[src/design/sar_adc_pkg.sv]
// Operation
// - Clear trial bit when DAC exceeds input
// - Hold finished code until next start
// - Pending high during sequence, low when done
// - Enabled outputs show evolving approximation register
// - Output enable high floats all data outputs
// - Start low: MSB one, rest zero, pending
// - One bit per rising edge, MSB first
// - Eighth edge decides LSB, drops pending
// - Top X bits settled early for short-cycle
// - Host releases start ahead of clock edge (host releases it on a clock edge; START_SETUP_CYC is never used)
// - Late start release may delay start
// - Host restarts when pending never falls
// - Host waits before sampling the LSB
// - Calibration uses continuous start pulses
// - Host holds start low long enough
// - Start during conversion aborts and resets
// - Bit zero LSB, bit seven MSB
package sar_adc_pkg;
    localparam int DATA_W = 8;
    localparam logic [7:0] RESET_CODE = 8'h80;
    localparam logic [7:0] MSB_MASK = 8'h80;
    localparam int CLK_PERIOD_NS = 4;
    localparam int START_LOW_NS = 400;
    localparam int START_SETUP_NS = 300;
    localparam int LSB_VALID_NS = 500;
    // Two sync flops plus the step out of reset precede the first trial
    localparam int SHORT_LAG_CYC = 3;
    localparam int RESTART_WAIT_CYC = 64;
    // Least times round up, none below one cycle
    localparam int START_LOW_CYC =
        (START_LOW_NS + CLK_PERIOD_NS - 1) / CLK_PERIOD_NS;
    localparam int START_SETUP_CYC =
        (START_SETUP_NS + CLK_PERIOD_NS - 1) / CLK_PERIOD_NS;
    localparam int LSB_VALID_CYC =
        (LSB_VALID_NS + CLK_PERIOD_NS - 1) / CLK_PERIOD_NS;
endpackage : sar_adc_pkg

[src/design/sar_adc_if.sv]
`timescale 1ns/1ps
interface sar_adc_if;
    logic conv_start_n;
    logic out_enable_n;
    logic result_pending;
    logic [7:0] result_bits_o;
    logic [7:0] result_bits_oe;
    modport converter (
        input conv_start_n,
        input out_enable_n,
        output result_pending,
        output result_bits_o,
        output result_bits_oe
    );
    modport host (
        output conv_start_n,
        output out_enable_n,
        input result_pending,
        input result_bits_o,
        input result_bits_oe
    );
endinterface : sar_adc_if

[src/design/sar_adc_host.sv]
`timescale 1ns/1ps
module sar_adc_host (
    input wire logic clk_i,
    input wire logic rst_i,
    input wire logic clk_en_i,
    input wire logic convert_req_i,
    input wire logic read_enable_i,
    input wire logic [3:0] short_bits_i,
    output logic busy_o,
    output logic result_valid_o,
    output logic [7:0] result_o,
    sar_adc_if.host link
);
    typedef enum logic [3:0] {
        H_IDLE = 4'b0001,
        H_START = 4'b0010,
        H_WAIT = 4'b0100,
        H_SETTLE = 4'b1000
    } host_state_t;

    host_state_t state_reg, state_next;
    logic [7:0] count_reg, count_next;
    logic [7:0] result_reg, result_next;
    logic valid_reg, valid_next;
    logic [3:0] bits_reg, bits_next;

    always_comb begin
        state_next = state_reg;
        count_next = count_reg;
        result_next = result_reg;
        valid_next = 1'b0;
        bits_next = bits_reg;
        unique case (state_reg)
            H_IDLE: begin
                if (convert_req_i) begin
                    state_next = H_START;
                    count_next = 8'h00;
                    bits_next = short_bits_i;
                end
            end
            H_START: begin
                count_next = count_reg + 8'h01;
                if (count_reg ==
                    8'(sar_adc_pkg::START_LOW_CYC - 1)) begin
                    state_next = H_WAIT;
                    count_next = 8'h00;
                end
            end
            H_WAIT: begin
                count_next = count_reg + 8'h01;
                if (!link.result_pending) begin
                    state_next = H_SETTLE;
                    count_next = 8'h00;
                end else if (bits_reg != 4'h0 &&
                    count_reg == 8'({4'h0, bits_reg} +
                        8'(sar_adc_pkg::SHORT_LAG_CYC))) begin
                    // Short cycle: keep only the settled top bits, since
                    // the next trial bit is already raised below them
                    result_next = link.result_bits_o &
                        ~(8'hff >> bits_reg);
                    valid_next = 1'b1;
                    state_next = H_IDLE;
                end else if (count_reg ==
                    8'(sar_adc_pkg::RESTART_WAIT_CYC)) begin
                    state_next = H_START;
                    count_next = 8'h00;
                end
            end
            H_SETTLE: begin
                count_next = count_reg + 8'h01;
                if (count_reg ==
                    8'(sar_adc_pkg::LSB_VALID_CYC - 1)) begin
                    result_next = link.result_bits_o;
                    valid_next = 1'b1;
                    state_next = H_IDLE;
                end
            end
            default: begin
                state_next = H_IDLE;
            end
        endcase
    end

    always_ff @(posedge clk_i) begin
        if (rst_i) begin
            state_reg <= H_IDLE;
            count_reg <= 8'h00;
            result_reg <= 8'h00;
            valid_reg <= 1'b0;
            bits_reg <= 4'h0;
        end else if (clk_en_i) begin
            state_reg <= state_next;
            count_reg <= count_next;
            result_reg <= result_next;
            valid_reg <= valid_next;
            bits_reg <= bits_next;
        end
    end

    // Release lands on a clock edge with no START_SETUP_CYC margin; the converter's sync flops absorb the slip
    assign link.conv_start_n = (state_reg != H_START);
    assign link.out_enable_n = ~read_enable_i;
    assign busy_o = (state_reg != H_IDLE);
    assign result_valid_o = valid_reg;
    assign result_o = result_reg;
endmodule : sar_adc_host

[src/flat_wrapper.sv]
// flat-port wrapper written by rule: the top's interface ports become plain ports
module sar_adc_host_flat 
  (clk_i, rst_i, clk_en_i, convert_req_i, read_enable_i, short_bits_i, busy_o, result_valid_o, result_o, link_conv_start_n, link_out_enable_n, link_result_pending, link_result_bits_o, link_result_bits_oe);
  sar_adc_if link_i ();
  input wire logic clk_i;
  input wire logic rst_i;
  input wire logic clk_en_i;
  input wire logic convert_req_i;
  input wire logic read_enable_i;
  input wire logic [3:0] short_bits_i;
  output logic busy_o;
  output logic result_valid_o;
  output logic [7:0] result_o;
  output wire logic [$bits(link_i.conv_start_n)-1:0] link_conv_start_n;
  output wire logic [$bits(link_i.out_enable_n)-1:0] link_out_enable_n;
  input wire logic [$bits(link_i.result_pending)-1:0] link_result_pending;
  input wire logic [$bits(link_i.result_bits_o)-1:0] link_result_bits_o;
  input wire logic [$bits(link_i.result_bits_oe)-1:0] link_result_bits_oe;
  assign link_conv_start_n = link_i.conv_start_n;
  assign link_out_enable_n = link_i.out_enable_n;
  assign link_i.result_pending = link_result_pending;
  assign link_i.result_bits_o = link_result_bits_o;
  assign link_i.result_bits_oe = link_result_bits_oe;
  sar_adc_host u_core (.clk_i(clk_i), .rst_i(rst_i), .clk_en_i(clk_en_i), .convert_req_i(convert_req_i), .read_enable_i(read_enable_i), .short_bits_i(short_bits_i), .busy_o(busy_o), .result_valid_o(result_valid_o), .result_o(result_o), .link(link_i));
endmodule
[config.mk]
export PLATFORM = sky130hd
export DESIGN_NAME = sar_adc_host_flat
export DESIGN_NICKNAME = d
export VERILOG_FILES = /design/src/design/sar_adc_pkg.sv /design/src/design/sar_adc_if.sv /design/src/design/sar_adc_host.sv /design/src/flat_wrapper.sv
export SDC_FILE = /design/constraint.sdc
export NUM_CORES = 1
export LEC_CHECK = 0
export BUFFER_PORTS_ARGS = -buffer_cell sky130_fd_sc_hd__buf_2
export CORE_MARGIN = 5
export CORE_UTILIZATION = 49
export CTS_BUF_LIST = sky130_fd_sc_hd__clkbuf_4 sky130_fd_sc_hd__clkbuf_8
export DETAILED_ROUTE_END_ITERATION = 6
export PLACE_DENSITY = 0.73
export RECOVER_POWER = 50
export SLEW_MARGIN = 40
export SYNTH_ARGS = -nofsm -noshare
export SYNTH_HDL_FRONTEND = slang
export SYNTH_SLANG_ARGS = --single-unit
[constraint.sdc]
create_clock -name clk_i -period 3.6 [get_ports clk_i]
set_input_delay 0.18 -clock clk_i [delete_from_list [all_inputs] [get_ports clk_i]]
set_output_delay 0.18 -clock clk_i [all_outputs]
set_load 0.1 [all_outputs]
==> impl_metrics.toml <==
[run_status]
status = "finished clean"

[floorplan]
die_h_um = 69.54
placeable_core_region_um2 = 3390
fp.dieW_um = 69.54
floorplan.die_area_um2 = 4835
num_rows = 21
pin_count = 38
floorplan.initialDensity_pct = 51.24

[timing]
rsz_0062_raised_after_global_routing = "false"
period_share_pct = 68.31
finClkSkew_ns = 0.007525
maxSlewViolCount = 0
totalNegativeSetupSlack_ns = 0
worst_slew_margin_rel_pct = 21.70
hold_viol = 0
timing.final.crit_period_ns = 2.459
finalSetupViolations = 0
fin_hold_ws_ns = 0.09335
timing_worst_slew_pin_value_ns = 1.180
fmax_mhz = 406.6

[synth]
synth.distinct_cells = 54
post-synth-top-count-cell = "dfxtp_1"
synth_top_cell_area_share_pct = 28.82
synth_common_cells = "dfxtp_1 (25), nor2_1 (20), nand2_1 (16)"
synth-async-reset-ratio_pct = 0
synth_top_cells_by_area = "dfxtp_1 (29%), mux2i_1 (5.2%), nor2_1 (4.3%)"
synth.ff_latch_count = 25
ys_warn_count = 0
yosysSeqAreaShare_pct = 28.82
synth.cell_area_um2 = 1737
synthFlopType = "dfxtp_1"
syn_area_per_cell_um2 = 8.192
synth_cells = 212
synth_edf_count = 0
synth_area_leader_cell = "dfxtp_1"
synth.net_count = 243

[hold_path]
hold-path-endpoint = "u_core.bits_reg[0]$_SDFFE_PP0P_"
hold_path_startpoint = "short_bits_i[0]"
instance_count_along_the_most_critical_hold_path = 3
class_of_the_tightest_hold_or_removal_check = "in -> reg"

[cts]
numCtsBuffers = 3
ctsRootBufferMaster = "clkbuf_4"
tritoncts = "done"
cts_hold_buffers = 0
ctsResizeCount = 0
cts_setup_buffers = 0
clock_insertion_delay_worst_skew_ns = 0.32
cts_max_path_buffers = 2
cts.reportedPaths.clkPinSlew_ns = 0.14
cts_max_level = 1
cts.sink_count = 25

[detailed_routing]
residual_antenna_violating_net_count_after_detailed_routing = 0
drc = 0
post_detailed_route_via_to_cell_ratio = 5.967
detailroute.via_count = 1641
drt-wirelength-per-cell_um = 14.88
drt-total-wl_um = 4093
drt_iter0_markers = 137
drt_pass1_iterations = 4

[setup_path]
critPathTopFamily = "compound AO/OA/AOI/OAI gates"
cp.arrival_ns = 2.72
timing.critical_path.required_ns = 3.86
startpoint_of_the_lowest_slack_register_to_register_path = "u_core.bits_reg[1]$_SDFFE_PP0P_"
timing.critical_path.to_type = "flip-flop"
worst_path_cell_with_the_longest_stage_delay = "dfxtp_1"
critPathKind = "reg -> reg"
critPathBufInv = 1
cells_along_the_critical_path = "inv_1 -> ha_1 -> or3_1 -> a221oi_1 -> o2111ai_2 -> a21boi_1 -> mux2i_1"
worstRegToRegCells = 7
timing.critical_path.from_type = "flip-flop"
path_max_fanout = 16
timing.critical_path.slowest_cell_delay_ns = 0.43
worstReg2RegEnd = "u_core.result_o[0]$_SDFFE_PP0P_"
setup.reg_to_reg.worst_slack_ns = 1.14

[global_routing]
largest_net_degree_at_the_start_of_global_routing = 28
via_count_of_the_first_global_routing_pass = 1421
global_route.peak_usage_layer = "met2"
globalRouteTotalUtil_pct = 16.79
met2_global_route_usage_pct = 26.38
grtUsageMet1_pct = 23.44
overflow = 0
grt.met3_usage_pct = 4.348
initial_antenna_violation_count = 0
first_pass_grt_wire_length_um = 6837

[layout]
diodes = 0
post_route_cells_drive_above_1_share_pct = 13.54
fin_cells = 275
layout-area-overhead-vs-synth_pct = 9.078
nets = 261

[placed_design]
place_congestion = 0.7472
dpl.cell_count = 271
io_buffer_count = 29
hpwl_um = 3024

[power]
static_power_due_to_leakage_nw = 0.6580
largest_vdd_supply_drop_mv = 0.2895
power.density_nw_per_um2 = 299.2

[job]
max_cap_viol_count = 0
-- routing by layer --
layer	share of wire [%]	vias to the layer above
met3	5.8	2
met5	0	-
met1	48	768
met4	0.46	0
met2	45	38
li1	-	833
-- cells in the final DEF, fill, tap and decap left out, types with 2 or more instances in the layout --
| cell | instances |
|---|---|
| a211o_1 | 2 |
| a21oi_1 | 3 |
| a2bb2oi_1 | 3 |
| a31oi_1 | 5 |
| a41oi_1 | 5 |
| and3_1 | 3 |
| buf_2 | 17 |
| clkbuf_1 | 12 |
| clkbuf_4 | 4 |
| dfxtp_1 | 25 |
| ha_1 | 5 |
| inv_1 | 9 |
| mux2i_1 | 9 |
| nand2_1 | 16 |
| nand2b_1 | 2 |
| nand3_1 | 11 |
| nand3b_1 | 3 |
| nand4_1 | 7 |
| nor2_1 | 20 |
| nor2b_1 | 2 |
| nor3_1 | 5 |
| nor3b_1 | 6 |
| o2111ai_1 | 2 |
| o211ai_1 | 7 |
| o21ai_0 | 5 |
| o311ai_0 | 3 |
| o311ai_1 | 2 |
| o41ai_1 | 2 |
| or3_1 | 4 |
| xnor2_1 | 5 |
-- kinds of logic after synthesis --
kind of cell,count (synthesis),synth area share [%]
xor+xnor,6,3.026
compound gates,52,25.07
simple gates,88,27.45
buf+inv,26,6.196
fa+ha+maj,5,3.602
flops,25,28.82
mux,10,5.836
-- layout make-up --
| class | count | area [um2] |
|---|---|---|
| flip-flops and latches | 25 | 500.5 |
| well taps | 46 | 57.56 |
| clock buffers | 4 | 30.03 |
| inverters | 9 | 33.78 |
| repair buffers | 30 | 137.6 |
| multi-input cells | 161 | 1135 |
| fillers | 334 | 1495 |
-- report_power, final --
group / internal [mW] / switching (mW) / total, mW
Sequential: 0.284 / 0.0136 / 0.297
Clock: 0.0509 / 0.0837 / 0.135
Combinational: 0.0446 / 0.0903 / 0.135
-- worst min-delay path: stages --
cell and delay (ns):
buf_2 0.08, mux2i_1 0.05, nor2_1 0.07
-- how the worst max path moves through the flow --
stage / start / endpoint / slack [ns] / depth (start not counted)
after floorplan: u_core.state_reg[1]$_SDFFE_PP0P_ / u_core.state_reg[2]$_SDFFE_PP0P_ / 1.25 / 7
after global placement: u_core.bits_reg[0]$_SDFFE_PP0P_ / u_core.result_o[0]$_SDFFE_PP0P_ / 0.99 / 7
after detailed placement: u_core.bits_reg[0]$_SDFFE_PP0P_ / u_core.result_o[0]$_SDFFE_PP0P_ / 1.13 / 7
after CTS: u_core.bits_reg[0]$_SDFFE_PP0P_ / u_core.result_o[0]$_SDFFE_PP0P_ / 1.14 / 7
after global routing: u_core.state_reg[2]$_SDFFE_PP0P_ / u_core.count_reg[2]$_SDFFE_PP0P_ / 0.84 / 5
final: u_core.bits_reg[1]$_SDFFE_PP0P_ / u_core.result_o[0]$_SDFFE_PP0P_ / 1.14 / 7
-- per-stage QoR --
stage,area [um2],worst slack (ns),utilization [%],total power [mW]
6_report,1894,1.141,55.89,0.5667
5_1_grt,1894,0.8392,55.89,0.6026
4_1_cts,1916,1.137,56.52,0.5750
3_5_place_dp,1886,1.135,55.63,0.4392
3_3_place_gp,1879,0.9919,55.44,0.4373
2_1_floorplan,1737,1.247,-,0.4089
Note: power is estimated with default switching activity, not from simulation.
